[src/rtl/ecs_pkg.sv]
// package for the exception-cause status block
// assumes a 32-bit classic wishbone register bus and one core clock
package ecs_pkg;
  // register byte offsets
  localparam logic [3:0] ECS_CAUSE_OFS    = 4'h0;
  localparam logic [3:0] ECS_CTRL_OFS     = 4'h4;
  // field positions in exception_reason_reg
  localparam int ECS_DELAY_BIT    = 31;
  localparam int ECS_TIMER_BIT    = 30;
  localparam int ECS_COPROC_HI    = 29;
  localparam int ECS_COPROC_LO    = 28;
  localparam int ECS_HALT_BIT     = 27;
  localparam int ECS_PERF_BIT     = 26;
  localparam int ECS_CHAIN_BIT    = 25;
  localparam int ECS_PROLOG_BIT   = 24;
  localparam int ECS_IVSEL_BIT    = 23;
  localparam int ECS_WATCH_BIT    = 22;
  localparam int ECS_DBG_BIT      = 21;
  localparam int ECS_HWIRQ_HI     = 17;
  localparam int ECS_HWIRQ_LO     = 10;
  localparam int ECS_SWIRQ_HI     = 9;
  localparam int ECS_SWIRQ_LO     = 8;
  // control register field positions
  localparam int ECS_HAS_WATCH_BIT = 0;
  localparam int ECS_BOOTV_BIT     = 1;
  // vector offsets
  localparam logic [11:0] ECS_GEN_VEC     = 12'h0180;
  localparam logic [11:0] ECS_IRQ_VEC     = 12'h0200;
  // reset values
  localparam logic        ECS_HALT_RST    = 1'b0;
  localparam logic        ECS_WATCH_RST   = 1'b0;
  localparam logic        ECS_PERF_RST    = 1'b0;
  localparam logic [1:0]  ECS_HWHI_RST    = 2'h0;
  localparam logic [5:0]  ECS_HWLO_RST    = 6'h00;
  localparam logic [1:0]  ECS_SWIRQ_RST   = 2'h0;
  localparam logic [31:0] ECS_ZERO_WORD   = 32'h0000_0000;

  // one exception event from the pipeline
  typedef struct packed {
    logic       take;
    logic       in_delay_slot;
    logic [1:0] coproc_num;
    logic       in_prologue;
  } ecs_exc_t;

  // interrupt sources and state from the rest of the core
  typedef struct packed {
    logic       timer;
    logic       perf;
    logic       debug_chan;
    logic [7:0] hw;
    logic       exc_level;
    logic       err_level;
  } ecs_core_t;

  typedef enum logic [1:0] {
    ECS_BUS_IDLE,
    ECS_BUS_ACK
  } ecs_bus_st_t;
endpackage

[src/rtl/ecs_cause.sv]
// exception-cause status register with its core-side outputs
// assumes synchronous inputs on clk_i and a classic wishbone master
//
// What this block does
// - delay_slot_flag updates on an exception only if exc_level_flag was zero.
// - bit 30 timer_irq_pending is read-only, one while timer interrupt pending.
// - timer_irq_pending drives timer_irq_out continuously.
// - bits 29:28 load coprocessor number on every exception, read-only.
// - bit 27 count_halt resets zero; one stops the count register.
// - bit 26 perf_irq_pending read-only, resets zero, one while pending.
// - perf_irq_pending drives perf_irq_out.
// - bit 25 chain_flag shows chaining on latest interrupt_return.
// - bit 24 prologue_fault set when exception hits the automatic prologue.
// - bit 23 irq_vector_select picks vector 16#180 or 16#200.
// - select one with boot_vector_flag zero makes 16#200 the vector table base.
// - bit 22 watch_deferred set on postponed watch; raised once both levels clear.
// - without watch registers, watch_deferred ignores writes and reads zero.
// - bits 17:10 hw_irq_pending; bits 17 and 16 are interrupts 7, 6, reset zero.
// - bits 15:10 report hardware interrupts 5 to 0.
// - bits 9:8 software interrupt requests, driven on sw_irq_out.
//
// Decided for this implementation: the address map and register access over Wishbone.
`timescale 1ns/1ns
module ecs_cause (
  input  wire logic              clk_i,
  input  wire logic              rst_i,
  input  wire logic [3:0]        wb_adr_i,
  input  wire logic [31:0]       wb_dat_i,
  input  wire logic [3:0]        wb_sel_i,
  input  wire logic              wb_we_i,
  input  wire logic              wb_cyc_i,
  input  wire logic              wb_stb_i,
  output logic      [31:0]       wb_dat_o,
  output logic                   wb_ack_o,
  input  wire ecs_pkg::ecs_exc_t exc_i,
  input  wire ecs_pkg::ecs_core_t core_i,
  input  wire logic              interrupt_return_i,
  input  wire logic              interrupt_return_chained_i,
  input  wire logic              watch_hit_i,
  output logic                   timer_irq_out_o,
  output logic                   perf_irq_out_o,
  output logic      [1:0]        sw_irq_out_o,
  output logic                   count_halt_o,
  output logic                   watch_raise_o,
  output logic      [11:0]       irq_vector_o,
  output logic                   vector_table_o
);
  import ecs_pkg::*;

  logic        delay_slot_flag;
  logic        timer_irq_pending;
  logic [1:0]  coproc_unit_num;
  logic        count_halt;
  logic        perf_irq_pending;
  logic        chain_flag;
  logic        prologue_fault;
  logic        irq_vector_select;
  logic        watch_deferred;
  logic        debug_channel_irq_pending;
  logic [7:0]  hw_irq_pending;
  logic [1:0]  sw_irq_req;
  logic        has_watch;
  logic        boot_vector_flag;
  ecs_bus_st_t bus_st;
  logic        bus_req;
  logic        wr_go;
  logic        wr_cause;
  logic        wr_ctrl;
  logic        wr_b3;
  logic        wr_b2;
  logic        wr_b1;
  logic        both_low;
  logic [31:0] cause_word;
  logic [31:0] ctrl_word;

  assign bus_req  = wb_cyc_i && wb_stb_i && (bus_st == ECS_BUS_IDLE);
  // writes land on the edge where the master sees ack, while it still holds the request
  assign wr_go    = wb_cyc_i && wb_stb_i && wb_we_i && wb_ack_o;
  assign wr_cause = wr_go && (wb_adr_i == ECS_CAUSE_OFS);
  assign wr_ctrl  = wr_go && (wb_adr_i == ECS_CTRL_OFS) && wb_sel_i[0];
  assign wr_b3    = wr_cause && wb_sel_i[3];
  assign wr_b2    = wr_cause && wb_sel_i[2];
  assign wr_b1    = wr_cause && wb_sel_i[1];
  assign both_low = !core_i.exc_level && !core_i.err_level;

  // assembled view of exception_reason_reg; unlisted bits read zero
  always_comb begin
    cause_word                         = ECS_ZERO_WORD;
    cause_word[ECS_DELAY_BIT]          = delay_slot_flag;
    cause_word[ECS_TIMER_BIT]          = timer_irq_pending;
    cause_word[ECS_COPROC_HI:ECS_COPROC_LO] = coproc_unit_num;
    cause_word[ECS_HALT_BIT]           = count_halt;
    cause_word[ECS_PERF_BIT]           = perf_irq_pending;
    cause_word[ECS_CHAIN_BIT]          = chain_flag;
    cause_word[ECS_PROLOG_BIT]         = prologue_fault;
    cause_word[ECS_IVSEL_BIT]          = irq_vector_select;
    cause_word[ECS_WATCH_BIT]          = has_watch && watch_deferred;
    cause_word[ECS_DBG_BIT]            = debug_channel_irq_pending;
    cause_word[ECS_HWIRQ_HI:ECS_HWIRQ_LO] = hw_irq_pending;
    cause_word[ECS_SWIRQ_HI:ECS_SWIRQ_LO] = sw_irq_req;
  end

  always_comb begin
    ctrl_word                    = ECS_ZERO_WORD;
    ctrl_word[ECS_HAS_WATCH_BIT] = has_watch;
    ctrl_word[ECS_BOOTV_BIT]     = boot_vector_flag;
  end

  // one wait-free answer: ack the cycle after the request, then drop
  always_ff @(posedge clk_i) begin
    if (rst_i) begin
      bus_st   <= ECS_BUS_IDLE;
      wb_ack_o <= 1'b0;
      wb_dat_o <= ECS_ZERO_WORD;
    end else begin
      case (bus_st)
        ECS_BUS_IDLE: begin
          wb_ack_o <= bus_req;
          if (bus_req) begin
            bus_st <= ECS_BUS_ACK;
            if (wb_adr_i == ECS_CAUSE_OFS) begin
              wb_dat_o <= cause_word;
            end else if (wb_adr_i == ECS_CTRL_OFS) begin
              wb_dat_o <= ctrl_word;
            end else begin
              wb_dat_o <= ECS_ZERO_WORD;
            end
          end
        end
        ECS_BUS_ACK: begin
          wb_ack_o <= 1'b0;
          bus_st   <= ECS_BUS_IDLE;
        end
        default: begin
          wb_ack_o <= 1'b0;
          bus_st   <= ECS_BUS_IDLE;
        end
      endcase
    end
  end

  // exception capture
  always_ff @(posedge clk_i) begin
    if (rst_i) begin
      delay_slot_flag <= 1'b0;
      coproc_unit_num <= 2'h0;
      prologue_fault  <= 1'b0;
    end else if (exc_i.take) begin
      if (!core_i.exc_level) begin
        delay_slot_flag <= exc_i.in_delay_slot;
      end
      coproc_unit_num <= exc_i.coproc_num;
      prologue_fault  <= exc_i.in_prologue;
    end
  end

  always_ff @(posedge clk_i) begin
    if (rst_i) begin
      chain_flag <= 1'b0;
    end else if (interrupt_return_i) begin
      chain_flag <= interrupt_return_chained_i;
    end
  end

  // pending mirrors; the upper two hardware bits reset to zero, the rest too for determinism
  always_ff @(posedge clk_i) begin
    if (rst_i) begin
      timer_irq_pending         <= 1'b0;
      perf_irq_pending          <= ECS_PERF_RST;
      debug_channel_irq_pending <= 1'b0;
      hw_irq_pending            <= {ECS_HWHI_RST, ECS_HWLO_RST};
    end else begin
      timer_irq_pending         <= core_i.timer;
      perf_irq_pending          <= core_i.perf;
      debug_channel_irq_pending <= core_i.debug_chan;
      hw_irq_pending            <= core_i.hw;
    end
  end

  // writable cause fields
  always_ff @(posedge clk_i) begin
    if (rst_i) begin
      count_halt        <= ECS_HALT_RST;
      irq_vector_select <= 1'b0;
      sw_irq_req        <= ECS_SWIRQ_RST;
    end else begin
      if (wr_b3) begin
        count_halt <= wb_dat_i[ECS_HALT_BIT];
      end
      if (wr_b2) begin
        irq_vector_select <= wb_dat_i[ECS_IVSEL_BIT];
      end
      if (wr_b1) begin
        sw_irq_req <= wb_dat_i[ECS_SWIRQ_HI:ECS_SWIRQ_LO];
      end
    end
  end

  // watch deferral; a new deferral wins over a software clear
  always_ff @(posedge clk_i) begin
    if (rst_i) begin
      watch_deferred <= ECS_WATCH_RST;
    end else if (!has_watch) begin
      watch_deferred <= 1'b0;
    end else if (watch_hit_i && !both_low) begin
      watch_deferred <= 1'b1;
    end else if (wr_b2 && !wb_dat_i[ECS_WATCH_BIT]) begin
      // writing one while zero is ignored; only clears take effect
      watch_deferred <= 1'b0;
    end
  end

  // raise pulse; kept apart so a pending raise can never swallow a software clear
  always_ff @(posedge clk_i) begin
    if (rst_i) begin
      watch_raise_o <= 1'b0;
    end else if (!has_watch) begin
      watch_raise_o <= 1'b0;
    end else if (watch_hit_i && both_low) begin
      watch_raise_o <= 1'b1;
    end else if (watch_deferred && both_low && !watch_raise_o) begin
      watch_raise_o <= 1'b1;
    end else begin
      watch_raise_o <= 1'b0;
    end
  end

  always_ff @(posedge clk_i) begin
    if (rst_i) begin
      has_watch        <= 1'b0;
      boot_vector_flag <= 1'b1;
    end else if (wr_ctrl) begin
      has_watch        <= wb_dat_i[ECS_HAS_WATCH_BIT];
      boot_vector_flag <= wb_dat_i[ECS_BOOTV_BIT];
    end
  end

  // registered core-side outputs, one cycle behind the source
  always_ff @(posedge clk_i) begin
    if (rst_i) begin
      timer_irq_out_o <= 1'b0;
      perf_irq_out_o  <= 1'b0;
      sw_irq_out_o    <= ECS_SWIRQ_RST;
      count_halt_o    <= ECS_HALT_RST;
      irq_vector_o    <= ECS_GEN_VEC;
      vector_table_o  <= 1'b0;
    end else begin
      timer_irq_out_o <= timer_irq_pending;
      perf_irq_out_o  <= perf_irq_pending;
      sw_irq_out_o    <= sw_irq_req;
      count_halt_o    <= count_halt;
      irq_vector_o    <= irq_vector_select ? ECS_IRQ_VEC : ECS_GEN_VEC;
      vector_table_o  <= irq_vector_select && !boot_vector_flag;
    end
  end
endmodule

[config.mk]
export PLATFORM = sky130hd
export DESIGN_NAME = ecs_cause
export DESIGN_NICKNAME = d
export VERILOG_FILES = /design/src/rtl/ecs_pkg.sv /design/src/rtl/ecs_cause.sv
export SDC_FILE = /design/constraint.sdc
export NUM_CORES = 1
export LEC_CHECK = 0
export ABC_AREA = 0
export BUFFER_PORTS_ARGS = -buffer_cell sky130_fd_sc_hd__buf_4
export CAP_MARGIN = 20
export CORE_MARGIN = 5
export CORE_UTILIZATION = 47
export CTS_CLUSTER_SIZE = 20
export DETAILED_ROUTE_END_ITERATION = 7
export PLACE_DENSITY = 0.92
export REMOVE_ABC_BUFFERS = 1
export SETUP_SLACK_MARGIN = 0.2
export SYNTH_ARGS = -nofsm -noshare
export SYNTH_HDL_FRONTEND = slang
export SYNTH_SLANG_ARGS = --single-unit
[constraint.sdc]
create_clock -name clk_i -period 2.68 [get_ports clk_i]
set_clock_uncertainty 0.05 [all_clocks]
set_input_delay 0.134 -clock clk_i [delete_from_list [all_inputs] [get_ports clk_i]]
set_output_delay 0.134 -clock clk_i [all_outputs]
set_load 0.005 [all_outputs]
# Word-level counts from Yosys, hierarchy flattened

Index checks and enable logic that the tools add are counted.

Bits in registers: 76
Bits of input ports: 66

Equality and inequality tests: 1
Muxes and demuxes: 7
Bitwise gates (word level): 3
Reductions and logical operators: 31

Operator list:

| kind                 | number |
|---|---|
| $mux W32             | 1 |
| $logic_and A1 B1 Y1  | 18 |
| $mux W10             | 1 |
| $logic_not A1 Y1     | 6 |
| $eq A4 B3 Y1 const B | 1 |
| $logic_not A4 Y1     | 1 |
| $mux W1              | 4 |
| $reduce_and A2 Y1    | 2 |
| $reduce_or A2 Y1     | 2 |
| $not A1 Y1           | 3 |
| $logic_not A2 Y1     | 1 |
| $mux W2              | 1 |
| $reduce_bool A2 Y1   | 1 |

# Longest topological paths before layout

Gate-level depths: netlist of the first run.

Depth in word-level cells: 8
Gate-level depth with buffers: 5

# Least setup slack after synthesis of the first run

Ideal clock, no wire load.

Kind: register to register
Start: reg wb_ack_o
End: reg sw_irq_req[0]
Library setup time: 0.123 ns
Arrival: 1.040 ns
Data required time: 2.507 ns
Path slack: 1.467 ns
Stages on the path, launching flop included: 4
Path buffers: 0
Period minus slack after synthesis: 1.213 ns
Cells stage by stage: dfxtp_1 -> and4_1 -> and3_1 -> mux2_1

Word-level cells in the longest chain between the ends: 3

Ends and longest elaborated chain:

| what                   | line             | RTL |
|---|---|---|
| start, declared        | ecs_cause.sv:34  | `output logic wb_ack_o,` |
| start signal, assigned | ecs_cause.sv:118 | `wb_ack_o <= bus_req;` |
| $logic_and A1 B1 Y1    | ecs_cause.sv:78  | `assign wr_go = wb_cyc_i && wb_stb_i && wb_we_i && wb_ack_o;` |
| $logic_and A1 B1 Y1    | ecs_cause.sv:79  | `assign wr_cause = wr_go && (wb_adr_i == ECS_CAUSE_OFS);` |
| $logic_and A1 B1 Y1    | ecs_cause.sv:83  | `assign wr_b1 = wr_cause && wb_sel_i[1];` |
| end signal, assigned   | ecs_cause.sv:194 | `sw_irq_req <= wb_dat_i[ECS_SWIRQ_HI:ECS_SWIRQ_LO];` |
| end, declared          | ecs_cause.sv:61  | `logic [1:0] sw_irq_req;` |

No other way between the ends.
A chain may end at the register's enable or synchronous reset.

# Final worst setup path of the first run

Start: reg bus_st[0]
End: reg wb_dat_o[14]

Word-level cells in the longest chain between the ends: 3

Ends and longest elaborated chain:

| what                                   | line                              | RTL |
|---|---|---|
| start, declared                        | ecs_cause.sv:64                   | `ecs_bus_st_t bus_st;` |
| start signal, assigned                 | ecs_cause.sv:112                  | `bus_st <= ECS_BUS_IDLE;` |
| start signal, assigned                 | ecs_cause.sv:120                  | `bus_st <= ECS_BUS_ACK;` |
| start signal, assigned                 | ecs_cause.sv:132                  | `bus_st <= ECS_BUS_IDLE;` |
| $logic_not A2 Y1 (*)                   | ecs_cause.sv:76, ecs_cause.sv:116 |  |
| $logic_and A1 B1 Y1                    | ecs_cause.sv:76                   | `assign bus_req = wb_cyc_i && wb_stb_i && (bus_st == ECS_BUS_IDLE);` |
| $reduce_and A2 Y1 (no source line) (*) | --                                |  |
| end signal, assigned                   | ecs_cause.sv:122                  | `wb_dat_o <= cause_word;` |
| end signal, assigned                   | ecs_cause.sv:124                  | `wb_dat_o <= ctrl_word;` |
| end, declared                          | ecs_cause.sv:33                   | `output logic [31:0] wb_dat_o,` |

Every way passes the cells marked *; elsewhere a longest branch is shown, timed or not.

==> results of run 1 <==
[sequential cells by signal, summed over array words and instances, names as in the netlist, 2 cells and up]
register,count
sw_irq_out_o,2
irq_vector_o,2
sw_irq_req,2
hw_irq_pending,8
coproc_unit_num,2
wb_dat_o,23
[through the flow]
stage | std cells | cell area, sq um | total power, mW | hold slack (ns)
6_report | 365 | 2900 | 1.65 | 0.0100
5_1_grt | 365 | 2900 | 1.72 | 0.0153
4_1_cts | 365 | 2900 | 1.67 | 0.00129
3_5_place_dp | 334 | 2580 | 1.00 | 0.262
3_3_place_gp | 334 | 2580 | 0.996 | 0.257
2_1_floorplan | 207 | 1950 | 0.925 | 0.153
[power breakdown]
| part | switching, mW | internal [mW] | leakage [nW] |
|---|---|---|---|
| registers | 0.00557 | 0.864 | 0.464 |
| logic | 0.0591 | 0.0708 | 0.723 |
| clock network | 0.294 | 0.358 | 0.0778 |
[worst paths after layout]
kind / slack, ns / cells after the start / end
min: 0.01 / 3 / coproc_unit_num[1]
max: 1.06 / 3 / wb_dat_o[14]
max reg2reg: 1.06 / 3 / wb_dat_o[14]
min reg2reg: 0.40 / 2 / wb_dat_o[9]
[cell type report]
type                    count  area [sq um]
clock buffers              15           156
fillers                   345          1430
inverters                   3          11.3
multi-input cells         147           800
flip-flops and latches     57          1140
well taps                  52          65.1
repair buffers             91           723
[layer usage]
metal	GRT usage [%]	share of wire, %	vias up
met5	0	0	-
met4	10.5	2.2	0
met3	6.67	10	11
met2	28.6	52	82
met1	17.1	35	797
li1	-	-	866
[cell usage after synthesis (2+ instances only)]
cell type,count
buf_1,2
a21oi_1,25
mux2_1,2
nand2b_1,5
mux2i_1,8
dfxtp_1,57
buf_2,4
buf_4,21
clkbuf_1,5
and3_1,2
nor2_1,10
nand3_1,24
inv_1,3
nand2_1,23
nor2b_1,20
[critical path, delay by kind of cell, from the launching register on]
family / cells / cell delay, ns
flops: 1 / 0.30
compound gates: 1 / 0.09
simple gates: 2 / 1.04
[logic make-up after synthesis]
family	after synthesis
and+or+nand+nor	91
DFF	57
AOI/OAI and AO/OA	27
muxes	11
other	1
buffers and inverters	35
==> run metrics, run 1 <==
CTS root buf=clkbuf_8; CTS H-Tree Depth=3; Data arrival, critical path=1.76 ns; Yosys top cell area share=54.5%; final period utilization=roughly 61%; Die Height=76.7 microns; GRT Util Overall=about 17%; synthesis-to-layout area growth=38.5%; Worst-path clk slew=0.06 ns; number of flops mapped to enable cells by yosys=0; power density over cell area=570 mW/mm^2; drt first pass iters=4; largest family of logic cells by synthesized area=simple AND/OR/NAND/NOR gates; Die X=76.7 microns; Worst VDD drop=about 0.38 mV; cell taking the most area after synthesis=dfxtp_1; Max stage delay cell, worst path=nand3b_1; crit path time final=1.62 ns; Slew Limit Fails=0; Post-Synth Simple-Gate Area=23.0%; max incr delay on CP=0.75 ns; dpl hpwl=3260 microns; CTS sink cnt=57; reg2reg start=bus_st[0]; Warnings, synthesis=0; grt ovf=0; final core area utilization=67.0%; first-pass GRT wire length=7980 microns; drt initial violations=between 100 and 150; cells along the critical path=nand3b_1 > nand2_1 > a21oi_1; Post-Syn Instances=between 200 and 250; Num CTS Buffers=9; most frequent cells in the layout=75 x buf_4, 57 x dfxtp_1, 25 x a21oi_1; Critical Path Sink Type=flip-flop; Top FF cell, synth=dfxtp_1; Hold Crit Class=in -> reg; CP Launch Type=flip-flop; sequential area share after synthesis=54.5%; Crit Path Max Fanout=25; Seq cells post-synth=57; post-CTS setup buffer count=0; Worst Path Required=2.81 ns; mux cell area share after synthesis=5.44%; post-synthesis adder-cell area fraction=0%; final setup fails=0; ys async rst share=0%; DRC=0; CTS Hold Bufs=16; commonest non-fill, non-tap cell in the layout=buf_4; unrepaired setup endpoints after global routing=false; die area=0.00589 sq mm; Max-Cap Viols=0; Post-DRT Antenna Nets=0; cts repair resizes=0; Starting Density=48.4%; Mapped Avg Cell Area=9.42 sq um; synthesized cell area=roughly 0.0021 sq mm; Routed WL per cell=between 10 and 15 microns; slew margin rel.=between 30% and 40%; share of cells above drive strength 1=approximately 28%; routability cong.=0.752; number of port buffers=74; hold path startpoint=exc_i[2]; Vias/cell=around 4.8; # IOs=~120; Least-Margin Pin Slew=approximately 1 ns; Setup WS post-layout=roughly 1.1 ns; antenna violations before repair=0; clock insertion delay at the later pin of the skew report=between 0.3 and 0.4 ns; largest net degree at the start of global routing=between 50 and 60; Setup TNS=0 ns; status=completed; # nets final=around 380; post-synth cell types=26; CTS tree=built; vias in the first global route=1767; core box area=0.00432 sq mm; post-synthesis compound-gate area fraction=6.58%; Final Hold Fails=0; XOR/XNOR Fraction of Synth Area=0%; max frequency=616 MHz; CP startpoint=bus_st[0]; Max Root-Sink Buffers=2; DR vias=1756; dpl ws=1.03 ns; Leakage=1.26 nW; top post-synthesis cells by area=dfxtp_1 55%, buf_4 7.5%, a21oi_1 6.0%; n_diodes=0; row count=24; final wirelength=4910 microns; CP Class=reg -> reg
No activity file was read; power rests on OpenSTA's default activity.
==> run 2: changes to the inputs <==
--- a/config.mk
+++ b/config.mk
@@ -5,14 +5,14 @@
 export SDC_FILE = /design/constraint.sdc
 export NUM_CORES = 1
 export LEC_CHECK = 0
-export ABC_AREA = 0
+export ABC_AREA = 1
 export BUFFER_PORTS_ARGS = -buffer_cell sky130_fd_sc_hd__buf_4
 export CAP_MARGIN = 20
 export CORE_MARGIN = 5
-export CORE_UTILIZATION = 47
+export CORE_UTILIZATION = 44
 export CTS_CLUSTER_SIZE = 20
 export DETAILED_ROUTE_END_ITERATION = 7
-export PLACE_DENSITY = 0.92
+export PLACE_DENSITY = 0.87
 export REMOVE_ABC_BUFFERS = 1
 export SETUP_SLACK_MARGIN = 0.2
 export SYNTH_ARGS = -nofsm -noshare
==> constraint.sdc (replaced) <==
create_clock -name clk_i -period 1.6 [get_ports clk_i]
set_clock_uncertainty 0.05 [all_clocks]
set_input_delay 0.08 -clock clk_i [delete_from_list [all_inputs] [get_ports clk_i]]
set_output_delay 0.08 -clock clk_i [all_outputs]
set_load 0.005 [all_outputs]
==> run 2 against run 1 <==
  * Final cell count grew 25%
  * Final area grew 9.3%
  * Via count grew 14%
  * Non-clock buffer count grew 10
  * Register-to-register slack lost 0.72 ns
  * Critical endpoint is now chain_flag
  * Sequential share of layout area shrank 3.3 points
  * Critical path depth grew 2
  * Die area grew 9.9%
  * Highest routed layer unchanged
  * Clock power grew 110%
  * Core utilization shrank 0.84 points
  * Total power grew 87%
==> run metrics, run 2 <==
CP Launch Type=input port; Hold Path Stages=3; worst r2r path cells=6; GRT Util Overall=18.3%; final core area utilization=66.1%; share of cells above drive strength 1=26.0%; largest registers=wb_dat_o: 23 flops, hw_irq_pending: 8 flops; post-synth cell types=22; vias in the first global route=around 2000; top post-synthesis cells by area=dfxtp_1 52%, nand2_1 10%, nor2_1 7.2%; Post-Syn Instances=between 200 and 300; Setup TNS=0 ns; Seq cells post-synth=57; first-pass GRT wire length=8910 microns; Finished Cell Area=between 0.003 and 0.004 sq mm; final setup fails=0; most common cell in the synthesized netlist=nand2_1; Worst-path clk slew=0.06 ns; post-CTS setup buffer count=0; drt first pass iters=4; final period utilization=83.5%; Tot Pwr=3.08 mW; antenna violations before repair=0; dpl hpwl=~3500 microns; Vias/cell=4.38; core box area=~0.0048 sq mm; max frequency=748 MHz; Worst Path Required=1.76 ns; Critical Path Sink Type=flip-flop; Routed WL per cell=about 12 microns; sequential area share after synthesis=52.3%; Die Height=just over 80 microns; Data arrival, critical path=about 1.5 ns; CP Class=in -> reg; final wirelength=5400 microns; Leakage=1.55 nW; number of flops mapped to enable cells by yosys=0; Die X=80.4 microns; Slew Limit Fails=0; n_diodes=0; Starting Density=45.6%; # IOs=118; Post-DRT Antenna Nets=0; register bank with the most flops=wb_dat_o; status=completed; CTS H-Tree Depth=3; synthesized cell area=0.00218 sq mm; die area=0.00647 sq mm; Final Hold Fails=0; most frequent cells in the layout=77 x buf_4, 58 x nand2_1, 57 x dfxtp_1; CTS sink cnt=57; largest net degree at the start of global routing=33; DR vias=1997; power density over cell area=974 mW/mm^2; row count=25; Post-synth top cells=58 x nand2_1, 57 x dfxtp_1, 42 x nor2_1; Top FF cell, synth=dfxtp_1; synthesis-to-layout area growth=45.0%; unrepaired setup endpoints after global routing=false; Placement Cell Area=around 0.0027 sq mm; Crit Path Max Fanout=2; drt initial violations=roughly 120; Hold Crit Class=in -> reg; grt ovf=0; # nets final=450; CTS tree=built; CTS root buf=clkbuf_8; Worst VDD drop=0.658 mV; cell taking the most area after synthesis=dfxtp_1; Num CTS Buffers=9; routability cong.=0.753; crit path time final=roughly 1.3 ns; ys async rst share=0%; Yosys top cell area share=between 50% and 60%; clock insertion delay at the later pin of the skew report=0.32 ns; Max-Cap Viols=0; Mapped Avg Cell Area=7.71 sq um; Warnings, synthesis=0; Max Root-Sink Buffers=2; max reg flops=23; number of port buffers=74; commonest non-fill, non-tap cell in the layout=buf_4; DRC=0
[run 2: cell types whose count changed after synthesis, sizes merged, moves of 5 or more]
cell / delta
inv: +40
nand2: +36
nor2: +36
nor2b: -20
nand3: -10
a21oi: -9
o21ai: +9
mux2i: -8
clkbuf: -5
nand2b: -5
nand4: +5
[run 2: metrics by stage]
stage | setup slack (ns) | std cells | hold slack, ns
finish | 0.264 | 456 | 0.00719
CTS | 0.264 | 457 | 0.0000459
detailed placement | 0.392 | 416 | 0.222
global route | 0.241 | 456 | 0.0316
floorplan | 0.378 | 272 | 0.0991
global placement | 0.410 | 416 | 0.217
[run 2: path summary, 6_finish.rpt]
check	slack, ns	start	end
setup / recovery	0.26	interrupt_return_i	chain_flag
hold / removal	0.007	exc_i[4]	prologue_fault
setup reg to reg	0.34	bus_st[0]	wb_dat_o[13]
hold reg to reg	0.36	timer_irq_pending	timer_irq_out_o
[run 2: cell families after synthesis]
| kind of cell | after synthesis | synth area share, % |
|---|---|---|
| other cells | 1 | 0.172 |
| simple gates | 128 | 25.0 |
| compound gates | 26 | 6.13 |
| flops | 57 | 52.3 |
| buf+inv | 71 | 16.4 |
[run 2: layout make-up]
type	instances	area, sq um
tap	67	83.8
fill	411	1620
clock buffer	14	173
sequential	57	1140
multi-input combinational	172	753
timing repair buffer	101	818
clock inverter	2	35.0
inverter	43	161
[run 2: layer usage]
layer	track usage, %	up-vias	share of wire, %
li1	-	1026	-
met1	18.8	887	38
met2	32.8	72	51
met3	6.05	12	9.0
met4	9.12	0	2.3
met5	0	-	0
[run 2: report_power, final]
group / internal, mW / switching [mW]
clock: 0.845 / 0.517
sequential: 1.45 / 0.0113
combinational: 0.139 / 0.120
total: 2.44 / 0.648
[run 2: what timing repair did]
| action | 4_1_cts | 5_1_grt |
|---|---|---|
| hold buffers | 25 | 0 |
| endpoints found under the hold margin | 19 | 0 |
| resized for setup | 0 | 2 |
| setup endpoints to repair | 0 | 2 |
[run 2: worst max-delay path, stage by stage]
cell and delay, ns:
dlygate4sd3_1 0.54, buf_4 0.14, o21ai_1 0.14, a21oi_1 0.06, dlygate4sd3_1 0.54
==> run 3: changes to the inputs <==
--- a/config.mk
+++ b/config.mk
@@ -9,10 +9,10 @@
 export BUFFER_PORTS_ARGS = -buffer_cell sky130_fd_sc_hd__buf_4
 export CAP_MARGIN = 20
 export CORE_MARGIN = 5
-export CORE_UTILIZATION = 44
+export CORE_UTILIZATION = 40
 export CTS_CLUSTER_SIZE = 20
 export DETAILED_ROUTE_END_ITERATION = 7
-export PLACE_DENSITY = 0.87
+export PLACE_DENSITY = 0.84
 export REMOVE_ABC_BUFFERS = 1
 export SETUP_SLACK_MARGIN = 0.2
 export SYNTH_ARGS = -nofsm -noshare
==> constraint.sdc (replaced) <==
create_clock -name clk_i -period 1.1 [get_ports clk_i]
set_clock_uncertainty 0.05 [all_clocks]
set_input_delay 0.055 -clock clk_i [delete_from_list [all_inputs] [get_ports clk_i]]
set_output_delay 0.055 -clock clk_i [all_outputs]
set_load 0.005 [all_outputs]
==> run 3 against run 2 <==
  * The run now ends with hold timing, setup timing left
  * Clock power is 40% higher
  * Clock-buffer cell count is 2 lower
  * Core utilization is 2.0 points higher
  * Setup slack worse by 0.35 ns
  * Global-route usage is 1.2 points lower
==> run metrics, run 3 (synthesis gave the netlist of run 2 again) <==
status=finished, violations left; failing checks=hold timing, setup timing; cells along the critical path=nor2_4 > inv_2 > nor2_4 > buf_12 > buf_12 > nand2_2 > a21oi_2; Max Root-Sink Buffers=2; CP Class=reg -> reg; CP Launch Type=flip-flop; Final Hold Fails=1; row count=27; Max stage delay cell, worst path=dfxtp_2; Starting Density=40.4%; WHS=-0.0424 ns; Die Height=83.9 microns; Leakage=roughly 1.8 nW; crit path time final=1.19 ns; CTS H-Tree Depth=3; n_diodes=0; DRC=0; largest net degree at the start of global routing=19; max frequency=between 800 and 900 MHz; Critical Path Sink Type=flip-flop; # IOs=roughly 120; hold path startpoint=core_i[0]; CP startpoint=bus_st[0]; commonest non-fill, non-tap cell in the layout=buf_4; synthesis-to-layout area growth=68.7%; drt first pass iters=4; grt ovf=0; CTS sink cnt=57; Worst-path clk slew=roughly 0.060 ns; Setup WS post-layout=-0.0869 ns; core box area=0.00541 sq mm; CTS root buf=clkbuf_8; Crit Path Max Fanout=6; reg2reg start=bus_st[0]; power density over cell area=1230 mW/mm^2; register bank with the most flops=wb_dat_o; largest registers=wb_dat_o: 23 flops, hw_irq_pending: 8 flops; final period utilization=108%; clock insertion delay at the later pin of the skew report=around 0.32 ns; most frequent cells in the layout=64 x buf_4, 47 x nand2_1, 38 x inv_1; Max-Cap Viols=0; first-pass GRT wire length=9610 microns; unrepaired setup endpoints after global routing=true; Worst VDD drop=0.894 mV; routability cong.=between 0.7 and 0.8; final setup fails=17; share of cells above drive strength 1=between 40% and 50%; Routed WL per cell=13.2 microns; Worst Path Required=1.30 ns; dpl hpwl=3700 microns; Filler Cells Inserted=432; vias in the first global route=2093; GRT Util Overall=17.1%; drt initial violations=between 50 and 60; Vias/cell=4.40; worst r2r path cells=7; Placement Cell Area=0.00280 sq mm; r2r setup slk=-0.09 ns; die area=0.00704 sq mm; # nets final=472; end point of the critical path=wb_dat_o[10]; Die X=83.9 microns; Finished Cell Area=0.00368 sq mm; Data arrival, critical path=about 1.4 ns; Num CTS Buffers=9; max reg flops=23; antenna violations before repair=0; CTS tree=built; Post-DRT Antenna Nets=0; DR vias=roughly 2100; number of port buffers=74; Slew Limit Fails=0; Hold Crit Class=in -> reg; max incr delay on CP=between 0.3 and 0.4 ns; Reg2Reg Capture Point=wb_dat_o[10]; final wirelength=6370 microns
run 3: changes by cell type in the layout (fill, tap and decap cells not counted), moves of 4 or more:
cell / delta
buf_6: +27
dfxtp_1: -23
dfxtp_2: +23
buf_4: -13
a21oi_1: -11
a21oi_2: +11
nand2_1: -11
nand2_2: +8
nor2_1: -5
nand3_1: -4
nor2_2: +4
run 3: how the worst min path moves through the flow:
stage	slack, ns	cells past startpoint	to
6_report	-0.04	3	watch_raise_o
5_1_grt	-0.06	3	watch_raise_o
4_1_cts	-0.06	3	watch_raise_o
3_5_place_dp	0.20	2	chain_flag
3_3_place_gp	0.19	2	chain_flag
2_1_floorplan	0.07	1	wb_dat_o[10]
run 3: critical path, delay by kind of cell (launching register included):
family          cells  cell delay, ns
flops               1            0.33
simple gates        3            0.30
buf+inv             3            0.30
compound gates      1            0.12
run 3: repair_timing:
item | CTS | global route
setup endpoints to repair | 34 | 60
endpoints found under the hold margin | 23 | 5
pin swaps | 24 | 19
hold buffers | 24 | 3
setup buffers | 6 | 5
resized for setup | 29 | 67
gates cloned | 1 | 1
run 3: metal layers:
| layer | GRT usage (%) | part of all wire (%) | vias to the layer above |
|---|---|---|---|
| met5 | 0 | 0 | - |
| li1 | - | - | 1066 |
| met4 | 6.58 | 2.6 | 0 |
| met3 | 6.12 | 6.7 | 17 |
| met1 | 17.9 | 37 | 976 |
| met2 | 31.0 | 54 | 64 |
run 3: layout make-up:
| type | count | area (sq um) | area share (%) |
|---|---|---|---|
| Timing Repair Buffer | 123 | 1170 | 31.8 |
| Sequential cell | 57 | 1170 | 31.8 |
| Multi-Input combinational cell | 172 | 895 | 24.3 |
| Inverter | 43 | 161 | 4.38 |
| Clock buffer | 12 | 155 | 4.21 |
| Tap cell | 72 | 90.1 | 2.45 |
| Clock inverter | 3 | 40.0 | 1.09 |
run 3: report_power, final:
group          switching, mW  internal [mW]
registers             0.0224           2.11
logic                  0.210          0.262
clock network          0.765           1.15
run 3: per-stage QoR:
stage	TNS, ns	worst slack (ns)	total power [mW]	util [%]	std cells
3_5_place_dp	-0.373	-0.0598	2.49	51.7	428
3_3_place_gp	-0.0146	-0.0146	2.48	51.7	428
4_1_cts	-0.188	-0.0254	4.49	62.9	474
5_1_grt	-2.64	-0.174	4.75	68.1	482
6_report	-0.814	-0.0869	4.52	68.1	482
2_1_floorplan	-1.79	-0.122	2.28	-	272
